### config.mk
export PLATFORM = sky130hd
export DESIGN_NAME = msp_serial_cfg
export DESIGN_NICKNAME = d
export VERILOG_FILES = /design/src/pkg/msp_pkg.sv /design/src/logic/msp_serial_cfg.sv
export SDC_FILE = /design/constraint.sdc
export NUM_CORES = 1
export LEC_CHECK = 0
export BUFFER_PORTS_ARGS = -buffer_cell sky130_fd_sc_hd__buf_2
export CELL_PAD_IN_SITES_DETAIL_PLACEMENT = 1
export CELL_PAD_IN_SITES_GLOBAL_PLACEMENT = 1
export CORE_MARGIN = 5
export CORE_UTILIZATION = 47
export CTS_CLUSTER_SIZE = 28
export DETAILED_ROUTE_END_ITERATION = 8
export GPL_TIMING_DRIVEN = 1
export PLACE_DENSITY_LB_ADDON = 0.12
export SYNTH_ARGS = -nofsm -noshare
export SYNTH_HDL_FRONTEND = slang
export SYNTH_SLANG_ARGS = --single-unit
### constraint.sdc
create_clock -name core_clk_i -period 12.35 [get_ports core_clk_i]
set_input_delay 1.8525 -clock core_clk_i [delete_from_list [all_inputs] [get_ports core_clk_i]]
set_output_delay 1.8525 -clock core_clk_i [all_outputs]
set_load 0.005 [all_outputs]
### src/pkg/msp_pkg.sv
// Constants, register offsets and types for the serial port configuration block.
// How it works
// - Characters: eight data bits, one stop bit.
// - Supervision address 1 to 247, default 1.
// - Baud 4800/9600/19200/38400, default 19200.
// - Parity none/even/odd, default even, checked.
// - Fiber idle light level, default off.
// - Echo mode repeats received traffic, default off.
// - Direct or select-before-operate, default direct.
// - Engineering port own settings, 38400 odd.
// - Config change resets only that port.
// - Single activity indicator flashes on traffic.
// - Separate transmit and receive indicators flash.
// - Status indicator: off, flashing, or lit.
// - Valid and invalid frame counters readable.
// - Counters clear at FFFFh, command, change.
// - Invalid: CRC, over 255 bytes, character errors.
// - Over three character silence starts frame.
package msp_pkg;
  localparam int CLK_HZ = 250_000_000;
  localparam int AW = 8;
  localparam int DW = 32;
  localparam logic [AW-1:0] REG_SUP_CFG = 8'h00;
  localparam logic [AW-1:0] REG_ENG_CFG = 8'h04;
  localparam logic [AW-1:0] REG_VALID = 8'h08;
  localparam logic [AW-1:0] REG_INVALID = 8'h0c;
  localparam logic [AW-1:0] REG_STATUS = 8'h10;
  localparam logic [AW-1:0] REG_MASK = 8'h14;
  localparam logic [AW-1:0] REG_CTRL = 8'h18;
  localparam logic [1:0] BAUD_4800 = 2'h0;
  localparam logic [1:0] BAUD_9600 = 2'h1;
  localparam logic [1:0] BAUD_19200 = 2'h2;
  localparam logic [1:0] BAUD_38400 = 2'h3;
  localparam logic [1:0] PAR_NONE = 2'h0;
  localparam logic [1:0] PAR_EVEN = 2'h1;
  localparam logic [1:0] PAR_ODD = 2'h2;
  localparam logic [7:0] ADDR_MIN = 8'h01;
  localparam logic [7:0] ADDR_MAX = 8'hf7;
  localparam logic [15:0] CNT_MAX = 16'hffff;
  localparam logic [15:0] CRC_INIT = 16'hffff;
  localparam logic [15:0] CRC_POLY = 16'ha001;
  localparam logic [8:0] FRAME_MAX = 9'h0ff;
  localparam logic [8:0] FRAME_MIN = 9'h004;
  localparam logic [3:0] DATA_BITS = 4'h8;
  localparam int SILENCE_CHARS = 3;
  localparam int BLINK_MS = 50;
  localparam int BLINK_CYCLES = BLINK_MS * (CLK_HZ / 1000);
  // Status and mask bit positions.
  localparam int EV_VALID = 0;
  localparam int EV_INVALID = 1;
  localparam int EV_CFG_ERR = 2;
  localparam int EV_BREAK = 3;
  localparam int EV_W = 4;
  typedef struct packed {
    logic [7:0] addr;
    logic [1:0] baud;
    logic [1:0] parity;
  } msp_port_cfg_t;
  typedef struct packed {
    logic select_before_operate;
    logic echo;
    logic idle_light;
  } msp_sup_opt_t;
  localparam msp_port_cfg_t SUP_CFG_RST = '{addr: 8'h01, baud: BAUD_19200, parity: PAR_EVEN};
  localparam msp_port_cfg_t ENG_CFG_RST = '{addr: 8'h01, baud: BAUD_38400, parity: PAR_ODD};
  localparam msp_sup_opt_t SUP_OPT_RST = '{select_before_operate: 1'b0, echo: 1'b0, idle_light: 1'b0};
  typedef enum logic [2:0] {
    RX_IDLE = 3'b000,
    RX_START = 3'b001,
    RX_DATA = 3'b011,
    RX_PAR = 3'b010,
    RX_STOP = 3'b110
  } msp_rx_state_t;
endpackage

### src/logic/msp_serial_cfg.sv
// Serial port configuration, receive supervision, counters and indicators.
`timescale 1ns/1ns
module msp_serial_cfg #(
  parameter int BLINK = msp_pkg::BLINK_CYCLES
) (
  input wire logic core_clk_i,
  input wire logic rst_i,
  input wire logic [msp_pkg::AW-1:0] addr_i,
  input wire logic [msp_pkg::DW-1:0] wdata_i,
  input wire logic wr_i,
  input wire logic rd_i,
  output logic [msp_pkg::DW-1:0] rdata_o,
  output logic irq_o,
  input wire logic sup_rx_i,
  input wire logic sup_reply_i,
  output logic sup_tx_o,
  output msp_pkg::msp_port_cfg_t sup_cfg_o,
  output msp_pkg::msp_sup_opt_t sup_opt_o,
  output msp_pkg::msp_port_cfg_t eng_cfg_o,
  output logic eng_port_rst_o,
  output logic led_act_o,
  output logic led_sup_tx_o,
  output logic led_sup_rx_o,
  output logic led_status_o
);
  import msp_pkg::*;

  // Cycles per bit for a baud selection.
  function automatic logic [15:0] baud_div(input logic [1:0] sel);
    int rate;
    rate = 38400;
    if (sel == BAUD_4800) begin
      rate = 4800;
    end else if (sel == BAUD_9600) begin
      rate = 9600;
    end else if (sel == BAUD_19200) begin
      rate = 19200;
    end
    return 16'(CLK_HZ / rate);
  endfunction

  // One byte step of the reflected CRC-16.
  function automatic logic [15:0] crc_step(input logic [15:0] crc, input logic [7:0] b);
    logic [15:0] c;
    c = crc ^ {8'h00, b};
    for (int i = 0; i < 8; i++) begin
      c = c[0] ? ((c >> 1) ^ CRC_POLY) : (c >> 1);
    end
    return c;
  endfunction

  // A port setting is accepted only when its address and parity are legal.
  function automatic logic cfg_ok(input msp_port_cfg_t c);
    return (c.addr >= ADDR_MIN) && (c.addr <= ADDR_MAX) && (c.parity != 2'h3);
  endfunction

  msp_port_cfg_t sup_cfg_ff, eng_cfg_ff, wr_cfg;
  msp_sup_opt_t sup_opt_ff, wr_opt;
  msp_rx_state_t rx_st_ff;
  logic [EV_W-1:0] status_ff, mask_ff, ev;
  logic [15:0] valid_cnt_ff, invalid_cnt_ff, bit_cnt_ff, div, crc_ff;
  logic [23:0] sil_cnt_ff, sil_limit;
  logic [8:0] len_ff;
  logic [7:0] sh_ff;
  logic [2:0] bit_idx_ff;
  logic [2:0] sync_ff;
  logic rx_filt_ff, rx_mark, tick, par_bit_ff, char_done_ff, char_err_ff;
  logic in_frame_ff, frame_err_ff, port_rst_ff, configured_ff, cfg_err_ff, iface_err_ff;
  logic frame_end, frame_good, cnt_clr, sup_wr, eng_wr, ctrl_wr, st_rd;
  logic [31:0] blink_cnt_ff;
  logic blink_ff, rx_hold_ff, tx_hold_ff, tx_active;

  assign wr_cfg = msp_port_cfg_t'(wdata_i[11:0]);
  assign wr_opt = msp_sup_opt_t'(wdata_i[14:12]);
  assign sup_wr = wr_i && (addr_i == REG_SUP_CFG);
  assign eng_wr = wr_i && (addr_i == REG_ENG_CFG);
  assign ctrl_wr = wr_i && (addr_i == REG_CTRL) && wdata_i[0];
  assign st_rd = rd_i && (addr_i == REG_STATUS);

  // Configuration registers; illegal settings are refused and flagged.
  always_ff @(posedge core_clk_i) begin
    if (rst_i) begin
      sup_cfg_ff <= SUP_CFG_RST;
      sup_opt_ff <= SUP_OPT_RST;
      eng_cfg_ff <= ENG_CFG_RST;
      configured_ff <= 1'b0;
      cfg_err_ff <= 1'b0;
      port_rst_ff <= 1'b0;
      eng_port_rst_o <= 1'b0;
    end else begin
      port_rst_ff <= 1'b0;
      eng_port_rst_o <= 1'b0;
      if (sup_wr || eng_wr) begin
        cfg_err_ff <= !cfg_ok(wr_cfg);
      end
      if (sup_wr && cfg_ok(wr_cfg)) begin
        configured_ff <= 1'b1;
        sup_cfg_ff <= wr_cfg;
        sup_opt_ff <= wr_opt;
        port_rst_ff <= (wr_cfg != sup_cfg_ff) || (wr_opt != sup_opt_ff);
      end
      if (eng_wr && cfg_ok(wr_cfg)) begin
        eng_cfg_ff <= wr_cfg;
        eng_port_rst_o <= (wr_cfg != eng_cfg_ff);
      end
    end
  end

  // Three-stage line synchroniser; a change counts when stages two and three agree.
  always_ff @(posedge core_clk_i) begin
    if (rst_i) begin
      // Reset to the dark idle level of the default polarity, so no false start follows reset.
      sync_ff <= 3'h0;
      rx_filt_ff <= 1'b0;
    end else begin
      sync_ff <= {sync_ff[1:0], sup_rx_i};
      if (sync_ff[1] == sync_ff[2]) begin
        rx_filt_ff <= sync_ff[2];
      end
    end
  end

  // Idle light level sets the polarity of the optical line.
  assign rx_mark = sup_opt_ff.idle_light ? rx_filt_ff : !rx_filt_ff;
  assign div = baud_div(sup_cfg_ff.baud);
  assign tick = (bit_cnt_ff == 16'h0000);
  // Silence threshold in cycles: three characters of 10 or 11 bits.
  assign sil_limit = 24'(SILENCE_CHARS) * 24'(DATA_BITS + 4'h2
    + ((sup_cfg_ff.parity == PAR_NONE) ? 4'h0 : 4'h1)) * 24'(div);

  // Character receiver, sampling each bit in its middle.
  always_ff @(posedge core_clk_i) begin
    if (rst_i || port_rst_ff) begin
      rx_st_ff <= RX_IDLE;
      bit_cnt_ff <= 16'h0000;
      bit_idx_ff <= 3'h0;
      sh_ff <= 8'h00;
      par_bit_ff <= 1'b0;
      char_done_ff <= 1'b0;
      char_err_ff <= 1'b0;
    end else begin
      char_done_ff <= 1'b0;
      bit_cnt_ff <= tick ? div - 16'h0001 : bit_cnt_ff - 16'h0001;
      case (rx_st_ff)
        RX_IDLE: begin
          if (!rx_mark) begin
            bit_cnt_ff <= {1'b0, div[15:1]};
            rx_st_ff <= RX_START;
          end
        end
        RX_START: begin
          if (tick) begin
            rx_st_ff <= rx_mark ? RX_IDLE : RX_DATA;
            bit_idx_ff <= 3'h0;
          end
        end
        RX_DATA: begin
          if (tick) begin
            sh_ff <= {rx_mark, sh_ff[7:1]};
            bit_idx_ff <= bit_idx_ff + 3'h1;
            if (bit_idx_ff == 3'h7) begin
              rx_st_ff <= (sup_cfg_ff.parity == PAR_NONE) ? RX_STOP : RX_PAR;
            end
          end
        end
        RX_PAR: begin
          if (tick) begin
            par_bit_ff <= rx_mark;
            rx_st_ff <= RX_STOP;
          end
        end
        RX_STOP: begin
          if (tick) begin
            char_done_ff <= 1'b1;
            // Framing error on a low stop bit; parity checked as configured.
            char_err_ff <= !rx_mark
              || ((sup_cfg_ff.parity == PAR_EVEN) && ((^sh_ff) != par_bit_ff))
              || ((sup_cfg_ff.parity == PAR_ODD) && ((^sh_ff) == par_bit_ff));
            rx_st_ff <= RX_IDLE;
          end
        end
        default: begin
          rx_st_ff <= RX_IDLE;
        end
      endcase
    end
  end

  assign frame_end = in_frame_ff && (rx_st_ff == RX_IDLE) && (sil_cnt_ff > sil_limit);
  assign frame_good = !frame_err_ff && (len_ff <= FRAME_MAX) && (len_ff >= FRAME_MIN)
    && (crc_ff == 16'h0000);

  // Frame assembly: length, running CRC and any character error.
  always_ff @(posedge core_clk_i) begin
    if (rst_i || port_rst_ff) begin
      sil_cnt_ff <= 24'h000000;
      in_frame_ff <= 1'b0;
      len_ff <= 9'h000;
      crc_ff <= CRC_INIT;
      frame_err_ff <= 1'b0;
      iface_err_ff <= 1'b0;
    end else begin
      if (rx_st_ff != RX_IDLE || char_done_ff) begin
        sil_cnt_ff <= 24'h000000;
      end else if (sil_cnt_ff <= sil_limit) begin
        sil_cnt_ff <= sil_cnt_ff + 24'h000001;
      end
      if (char_done_ff) begin
        if (char_err_ff && (sh_ff == 8'h00)) begin
          iface_err_ff <= 1'b1;
        end
        if (!in_frame_ff) begin
          in_frame_ff <= 1'b1;
          len_ff <= 9'h001;
          crc_ff <= crc_step(CRC_INIT, sh_ff);
          frame_err_ff <= char_err_ff;
        end else begin
          len_ff <= (len_ff > FRAME_MAX) ? len_ff : len_ff + 9'h001;
          crc_ff <= crc_step(crc_ff, sh_ff);
          frame_err_ff <= frame_err_ff || char_err_ff;
        end
      end else if (frame_end) begin
        in_frame_ff <= 1'b0;
      end
    end
  end

  // Diagnosis counters; they never hold the top value.
  assign cnt_clr = rst_i || port_rst_ff || ctrl_wr;
  always_ff @(posedge core_clk_i) begin
    if (cnt_clr) begin
      valid_cnt_ff <= 16'h0000;
      invalid_cnt_ff <= 16'h0000;
    end else if (frame_end) begin
      if (frame_good) begin
        valid_cnt_ff <= (valid_cnt_ff + 16'h0001 == CNT_MAX) ? 16'h0000
          : valid_cnt_ff + 16'h0001;
      end else begin
        invalid_cnt_ff <= (invalid_cnt_ff + 16'h0001 == CNT_MAX) ? 16'h0000
          : invalid_cnt_ff + 16'h0001;
      end
    end
  end

  // Sticky events; a new event wins over the clearing read.
  assign ev[EV_VALID] = frame_end && frame_good;
  assign ev[EV_INVALID] = frame_end && !frame_good;
  assign ev[EV_CFG_ERR] = (sup_wr || eng_wr) && !cfg_ok(wr_cfg);
  assign ev[EV_BREAK] = char_done_ff && char_err_ff && (sh_ff == 8'h00);
  always_ff @(posedge core_clk_i) begin
    if (rst_i) begin
      status_ff <= '0;
      mask_ff <= '0;
      irq_o <= 1'b0;
    end else begin
      status_ff <= (st_rd ? '0 : status_ff) | ev;
      if (wr_i && (addr_i == REG_MASK)) begin
        mask_ff <= wdata_i[EV_W-1:0];
      end
      irq_o <= |(((st_rd ? '0 : status_ff) | ev) & mask_ff);
    end
  end

  // Register read port, data valid the cycle after the strobe.
  always_ff @(posedge core_clk_i) begin
    if (rst_i) begin
      rdata_o <= '0;
    end else if (rd_i) begin
      if (addr_i == REG_SUP_CFG) begin
        rdata_o <= {17'h00000, sup_opt_ff, sup_cfg_ff};
      end else if (addr_i == REG_ENG_CFG) begin
        rdata_o <= {20'h00000, eng_cfg_ff};
      end else if (addr_i == REG_VALID) begin
        rdata_o <= {16'h0000, valid_cnt_ff};
      end else if (addr_i == REG_INVALID) begin
        rdata_o <= {16'h0000, invalid_cnt_ff};
      end else if (addr_i == REG_STATUS) begin
        rdata_o <= {28'h0000000, status_ff};
      end else if (addr_i == REG_MASK) begin
        rdata_o <= {28'h0000000, mask_ff};
      end else if (addr_i == REG_CTRL) begin
        rdata_o <= {29'h00000000, iface_err_ff, cfg_err_ff, configured_ff};
      end else begin
        rdata_o <= '0;
      end
    end else begin
      rdata_o <= '0;
    end
  end

  // Transmit line: reply merged with echoed receive traffic, in optical polarity.
  assign tx_active = !sup_reply_i || (sup_opt_ff.echo && !rx_mark);
  always_ff @(posedge core_clk_i) begin
    if (rst_i) begin
      sup_tx_o <= 1'b1;
    end else begin
      // Echo copies the request back; the master must drop it.
      sup_tx_o <= sup_opt_ff.idle_light ? !tx_active : tx_active;
    end
  end

  // Indicator blink base and activity stretch over one blink period.
  always_ff @(posedge core_clk_i) begin
    if (rst_i) begin
      blink_cnt_ff <= 32'h00000000;
      blink_ff <= 1'b0;
      rx_hold_ff <= 1'b0;
      tx_hold_ff <= 1'b0;
    end else begin
      if (blink_cnt_ff >= 32'(BLINK - 1)) begin
        blink_cnt_ff <= 32'h00000000;
        blink_ff <= !blink_ff;
        rx_hold_ff <= (rx_st_ff != RX_IDLE);
        tx_hold_ff <= tx_active;
      end else begin
        blink_cnt_ff <= blink_cnt_ff + 32'h00000001;
        rx_hold_ff <= rx_hold_ff || (rx_st_ff != RX_IDLE);
        tx_hold_ff <= tx_hold_ff || tx_active;
      end
    end
  end

  // Indicator outputs and configuration mirrors.
  always_ff @(posedge core_clk_i) begin
    if (rst_i) begin
      led_act_o <= 1'b0;
      led_sup_tx_o <= 1'b0;
      led_sup_rx_o <= 1'b0;
      led_status_o <= 1'b0;
      sup_cfg_o <= SUP_CFG_RST;
      sup_opt_o <= SUP_OPT_RST;
      eng_cfg_o <= ENG_CFG_RST;
    end else begin
      led_act_o <= (rx_hold_ff || tx_hold_ff) && blink_ff;
      led_sup_tx_o <= tx_hold_ff && blink_ff;
      led_sup_rx_o <= rx_hold_ff && blink_ff;
      led_status_o <= iface_err_ff || ((!configured_ff || cfg_err_ff) && blink_ff);
      sup_cfg_o <= sup_cfg_ff;
      sup_opt_o <= sup_opt_ff;
      eng_cfg_o <= eng_cfg_ff;
    end
  end
endmodule

After elaboration in Yosys (flattened, before gate mapping)
Index checks and enable logic that the tools add are counted.

word-level totals
  memory bits (read-only) = 0
  bits in registers = 260
  word-level logic and storage cells = 265
  latch bits = 0
  output and inout port bits = 66
  memory bits (writable) = 0
  memories = 0
  input bits = 46

operators by class
  reduce and logical (&&, ||, !) cells = 80
  divide/modulo/power cells = 1
  shift-type cells = 0
  magnitude comparators = 8
  equal/unequal tests = 31
  bitwise logic cells = 25
  multiply operators = 2
  $add $sub $neg = 9
  multiplexer cells = 55

operators by type and width
  kind                                                   number
  two-way mux 16 bit                                     25
  two-way mux 32 bit                                     2
  inverter 2 -> 3 bit                                    16
  adder 16 x 1 -> 16 bit, second input constant          2
  adder 32 x 1 -> 32 bit, second input constant          1
  divider 29 x 32 -> 32 bit, first input constant        1
  equality test 16 bit, second input constant            2
  >= comparator 32 x 24 -> 1 bit, second input constant  1
  zero test 16 bit                                       2
  subtractor 16 x 1 -> 16 bit, second input constant     2
  two-way mux 15 bit                                     2
  logical AND 1 bit                                      28
  two-way mux 3 bit                                      9
  adder 24 x 1 -> 24 bit, second input constant          1
  equality test 8 x 5 -> 1 bit, second input constant    3
  > comparator 24 x 23 -> 1 bit                          1
  less-or-equal comparator 24 x 23 -> 1 bit              1
  inequality test 12 bit                                 2
  multiplier 7 x 16 -> 23 bit                            1
  two-way mux 9 bit                                      2
  equality test 8 x 4 -> 1 bit, second input constant    2
  zero test 8 bit                                        2
  inequality test 2 bit, second input constant           8
  inverter 8 -> 16 bit                                   1
  other kinds (40)                                       94

Longest topological paths before layout
  word-level depth = 18
  gate-level depth with buffers = 51
  depth with buffers taken out = 45

Least setup slack after synthesis
Ideal clock, no wire load.

  kind = register to register
  start point = reg sup_cfg_ff[2] in the netlist's numbering
  end point = reg sil_cnt_ff[15]
  cell stages (with the launch flop) = 51
  data required time = 12.280 ns
  period minus slack after synthesis = 11.387 ns
  arrival time = 11.317 ns
  buffers on the path = 5
  path slack = 0.963 ns
  cells stage by stage = dfxtp_1 > clkbuf_1 > inv_1 > ha_1 > inv_1 > clkbuf_1 > ha_1 > buf_4 > nand2_1 > nor3_1 > ha_1 > nand2b_1 > buf_4 > a211oi_2 > ha_1 > a311oi_2 > a311oi_4 > a21oi_2 > (+15 left out) > nand3_1 > nand2_1 > a41oi_1 > nand2b_1 > a21oi_1 > xor2_1 > ha_1 > a21o_1 > a21oi_1 > nor2b_1 > o21ai_0 > nand2b_1 > a2111oi_0 > o311a_1 > clkbuf_1 > o21ai_1 > or4_1 > a21oi_1

on the way
  longest elaborated chain between the ends = 7

ends and longest elaborated chain
  what                                           RTL line               RTL
  start: declaration                             msp_serial_cfg.sv:57   msp_port_cfg_t sup_cfg_ff, eng_cfg_ff, wr_cfg;
  start signal: assignment                       msp_serial_cfg.sv:98   sup_cfg_ff <= wr_cfg;
  equality test 2 bit                            msp_serial_cfg.sv:36   end else if (sel == BAUD_19200) begin
  two-way mux 16 bit                             msp_serial_cfg.sv:36
  two-way mux 32 bit                             msp_serial_cfg.sv:34   end else if (sel == BAUD_9600) begin
  two-way mux 32 bit (*)                         msp_serial_cfg.sv:32   if (sel == BAUD_4800) begin
  divider 29 x 32 -> 32 bit (*)                  msp_serial_cfg.sv:39   return 16'(CLK_HZ / rate);
  multiplier 7 x 16 -> 23 bit (*)                msp_serial_cfg.sv:129  + ((sup_cfg_ff.parity == PAR_NONE) ? 4'h0 : 4'h1)) * 24'(div);
  less-or-equal comparator 24 x 23 -> 1 bit (*)  msp_serial_cfg.sv:205  end else if (sil_cnt_ff <= sil_limit) begin
  end signal: assignment                         msp_serial_cfg.sv:206  sil_cnt_ff <= sil_cnt_ff + 24'h000001;
  end: declaration                               msp_serial_cfg.sv:62   logic [23:0] sil_cnt_ff, sil_limit;

Every way passes the cells marked *; elsewhere a longest branch is shown, timed or not.
A chain may end at the register's enable or synchronous reset.

Worst setup path after layout
  start point = reg sup_cfg_ff[2] in the netlist's numbering
  end point = reg invalid_cnt_ff[14]

on the way
  longest elaborated chain between the ends = 9

ends and longest elaborated chain
  what                                      RTL line               RTL
  equality test 2 bit                       msp_serial_cfg.sv:36
  two-way mux 16 bit                        msp_serial_cfg.sv:36
  two-way mux 32 bit                        msp_serial_cfg.sv:34
  two-way mux 32 bit (*)                    msp_serial_cfg.sv:32
  divider 29 x 32 -> 32 bit (*)             msp_serial_cfg.sv:39
  multiplier 7 x 16 -> 23 bit (*)           msp_serial_cfg.sv:129
  > comparator 24 x 23 -> 1 bit (*)         msp_serial_cfg.sv:189  assign frame_end = in_frame_ff && (rx_st_ff == RX_IDLE) && (sil_cnt_ff > sil_limit);
  logical AND 1 bit (*)                     msp_serial_cfg.sv:189
  AND reduction 2 bit (no source line) (*)  -
  end signal: assignment                    msp_serial_cfg.sv:239  invalid_cnt_ff <= (invalid_cnt_ff + 16'h0001 == CNT_MAX) ? 16'h0000
  end: declaration                          msp_serial_cfg.sv:61   logic [15:0] valid_cnt_ff, invalid_cnt_ff, bit_cnt_ff, div, crc_ff;

Marks and branches as above.

==> impl_results.md <==
* Area contributors post-synth: dfxtp_1 (31%), ha_1 (7.2%), fa_1 (5.6%), xnor2_1 (4.8%), a21oi_1 (4.1%)
* Area share of the largest cell type after synthesis at 31.1%
* Int Power at 1.49 mW
* Sw frac at 27.4%
* Worst setup SP type: flip-flop
* CP Capture Type: flip-flop
* Hold Startpoint: sync_ff[0]$_SDFF_PP0_
* Worst-skew pair later-pin latency at 550 ps
* CTS buffer count at 27
* RSZ-0062 raised after global routing: no
* Primary FF master, synth: dfxtp_1
* Initial antenna violation count at 3
* Power share of the clock group at 44.2%
* Gr ovfl total at 0
* R2R setup slack at 640 ps
* Synth Register Bits at 244
* Total global-route track usage at 25.2%
* CP dominant cell by count: ha_1
* Post-Syn Instances at 1,873
* Synth Area in Compound Gates at 20.1%
* Netlist cell types at 91
* Stages on the worst setup path at 42
* CP max FO at 17
* Tightest Pin Transition at 950 ps
* Most frequent cell after synthesis: dfxtp_1
* First-pass GRT wire length at 76.1 mm
* FF-to-FF End: invalid_cnt_ff[14]$_SDFFE_PP0P_
* # rows at 67
* Die extent in x at 193 um
* Setup_tns at 0 ps
* EDFF count, synth at 0
* Worst r2r src: sup_cfg_ff[2]$_SDFFE_PP0P_
* Max stage delay cell, worst path: or4_4
* NetSw at 0.562 mW
* CP Data Arrival Time at 12,160 ps
* Cell taking the most area after synthesis: dfxtp_1
* # setup viols final at 0
* Asr flop ratio synth at 0%
* Gpl congestion at 0.838
* Number of DRC markers in iteration 0 at 732
* P_leak at 7.31 nW
* Minimum clock period at 11,710 ps
* Nets at 2,122
* Slew Limit Fails at 0
* Power per cell area at 116 nW/um^2
* Number of global-route vias before repair at 14,325
* Final hold vios at 0
* Vias at 14,057
* Synthesized-area fraction occupied by adder cells at 12.9%
* Synth Warn # at 0
* Sequential fraction of design power at 41.0%
* Vias/cell at 5.83
* CTS H-Tree Depth at 1
* I/O pins at 112
* Simple-gate share of the synthesized area at 21.2%
* Fin crit share at 94.8%
* Clock skew at 18.8 ps
* CP peak stage delay at 640 ps
* Avg Cell Area, Syn at 8.39 sq um
* Antenna Cells at 0
* Multiplexer share of the synthesized area at 1.03%
* Deepest clock path buffer count at 3
* DIE HEIGHT at 193 um
* Min-Delay Path Depth at 1
* Starting Density at 47.2%
* Largest family of logic cells by synthesized area: simple AND/OR/NAND/NOR gates
* Largest net degree at the start of global routing at 63
* DR pass1 iterations at 6
* Power Total at 2.05 mW
* Average wire per standard cell at 19.7 um
* Logic pwr share at 14.8%
* Cts hold-fix bufs at 0
* Fill cells at 4,021
* Status: finished, final reports clean
* Reg2reg path depth at 42
* Layout cells sized above 1 at 11.6%
* Clk sink count at 244
* CP Class: reg2reg
* Slew HR at 36.4%
* Max frequency at 0.0854 GHz
* P&R area growth vs syn at 12.9%
* Max-cap violations at 0
* Seq/Total Area, Yosys at 31.1%
* Synth Area in XOR/XNOR at 7.97%
* DP HPWL at 34.6 mm
* # port buffers at 78
* Root Driver: clkbuf_16
* Worst VDD drop at 0.0906 mV
* Area of the die at 37,200 sq um
* Hold Path Class: reg2reg
* Synth cell count leaders: dfxtp_1 (244), nor2_1 (167), nand2_1 (152), a21oi_1 (130)
* Final wirelength at 47.6 mm
* DRC violations left at 0
* Data required, critical path at 12,810 ps
* Kind of cell adding the most delay to the critical path: adder cells
* Clk slew on worst S/H paths at 60 ps
* Core area at 33,300 sq um
* Synth Cell Area at 15,700 sq um
* Hold Path End: sync_ff[1]$_SDFF_PP0_
* Final Util at 53.3%
* Antenna Nets Post-Route at 0
* CTS tree: done
* CP Buf/Inv Count at 5
[metrics by stage]
| stage | cell area [sq um] | cells | setup WS (ps) | hold WS, ps |
|---|---|---|---|---|
| after detailed placement | 16500 | 2348 | -260 | 435 |
| after CTS | 17500 | 2398 | 33.1 | 445 |
| final | 17700 | 2410 | 642 | 439 |
| after global placement | 16500 | 2348 | 230 | 417 |
| after global routing | 17700 | 2410 | 0.642 | 465 |
| after floorplan | 15900 | 1911 | 963 | 414 |
[how the worst max path moves through the flow]
stage / end / start
2_1_floorplan: sil_cnt_ff[15]$_SDFFE_PP0P_ / sup_cfg_ff[2]$_SDFFE_PP0P_
3_3_place_gp: sil_cnt_ff[20]$_SDFFE_PP0P_ / sup_cfg_ff[2]$_SDFFE_PP0P_
3_5_place_dp: sil_cnt_ff[20]$_SDFFE_PP0P_ / sup_cfg_ff[2]$_SDFFE_PP0P_
4_1_cts: sil_cnt_ff[20]$_SDFFE_PP0P_ / sup_cfg_ff[2]$_SDFFE_PP0P_
5_1_grt: sil_cnt_ff[20]$_SDFFE_PP0P_ / sup_cfg_ff[2]$_SDFFE_PP0P_
6_report: invalid_cnt_ff[14]$_SDFFE_PP0P_ / sup_cfg_ff[2]$_SDFFE_PP0P_
[power groups by stage]
stage / registers (mW) / clock network (mW) / logic, mW
finish: 0.841 / 0.908 / 0.304
global route: 0.844 / 0.958 / 0.345
detailed placement: 0.857 / 0 / 0.296
global placement: 0.856 / 0 / 0.286
floorplan: 0.845 / 0 / 0.238
CTS: 0.840 / 0.923 / 0.300
[registers in the layout, indices dropped and copies added (netlist names), 3 cells and up]
name,cells
blink_cnt_ff,32
sil_cnt_ff,24
eng_cfg_ff,12
valid_cnt_ff,16
mask_ff,4
bit_idx_ff,3
invalid_cnt_ff,16
sup_cfg_ff,12
sync_ff,3
eng_cfg_o,12
bit_cnt_ff,16
sh_ff,8
sup_cfg_o,12
rx_st_ff,3
len_ff,9
crc_ff,16
sup_opt_o,3
rdata_o,16
sup_opt_ff,3
status_ff,4
[area by class of cell]
type                            count  area, sq um  share of cell area (%)
Clock buffer                       32          744                    4.20
Clock inverter                     18          260                    1.47
Inverter                           98          368                    2.07
Multi-Input combinational cell   1452        10200                    57.6
Sequential cell                   244         4880                    27.5
Tap cell                          448          561                    3.16
Timing Repair Buffer              118          703                    3.96
[metal layers]
metal	global-route usage, %	wire length (um)	up-vias
met5	0	34	-
met4	7.84	1560	6
li1	-	-	6719
met3	3.67	1920	86
met2	44.0	23000	284
met1	32.0	21000	6962
[what timing repair did]
action,in CTS,in global routing
buffers inserted,0,10
pin swaps,0,4
gates cloned,0,2
gates resized for setup,2,15
setup endpoints to repair,29,58
[cell families after synthesis]
| logic type | count (synthesis) |
|---|---|
| muxes | 15 |
| DFF | 244 |
| buffers and inverters | 217 |
| other | 2 |
| adders and majority gates | 135 |
| xor gates and xnor gates | 143 |
| and+or+nand+nor | 666 |
| AOI/OAI and AO/OA | 451 |
[cells in the final DEF, fill, tap and decap left out, types with 53 or more instances in the layout]
master and n:
dfxtp_1 244, buf_2 78, ha_1 88, nand3_1 53
xnor2_1 87, nand2_1 152, xor2_1 56, nor2_1 167
inv_1 91, a21oi_1 130, o21ai_0 82
(Power assumes the default switching activity.)
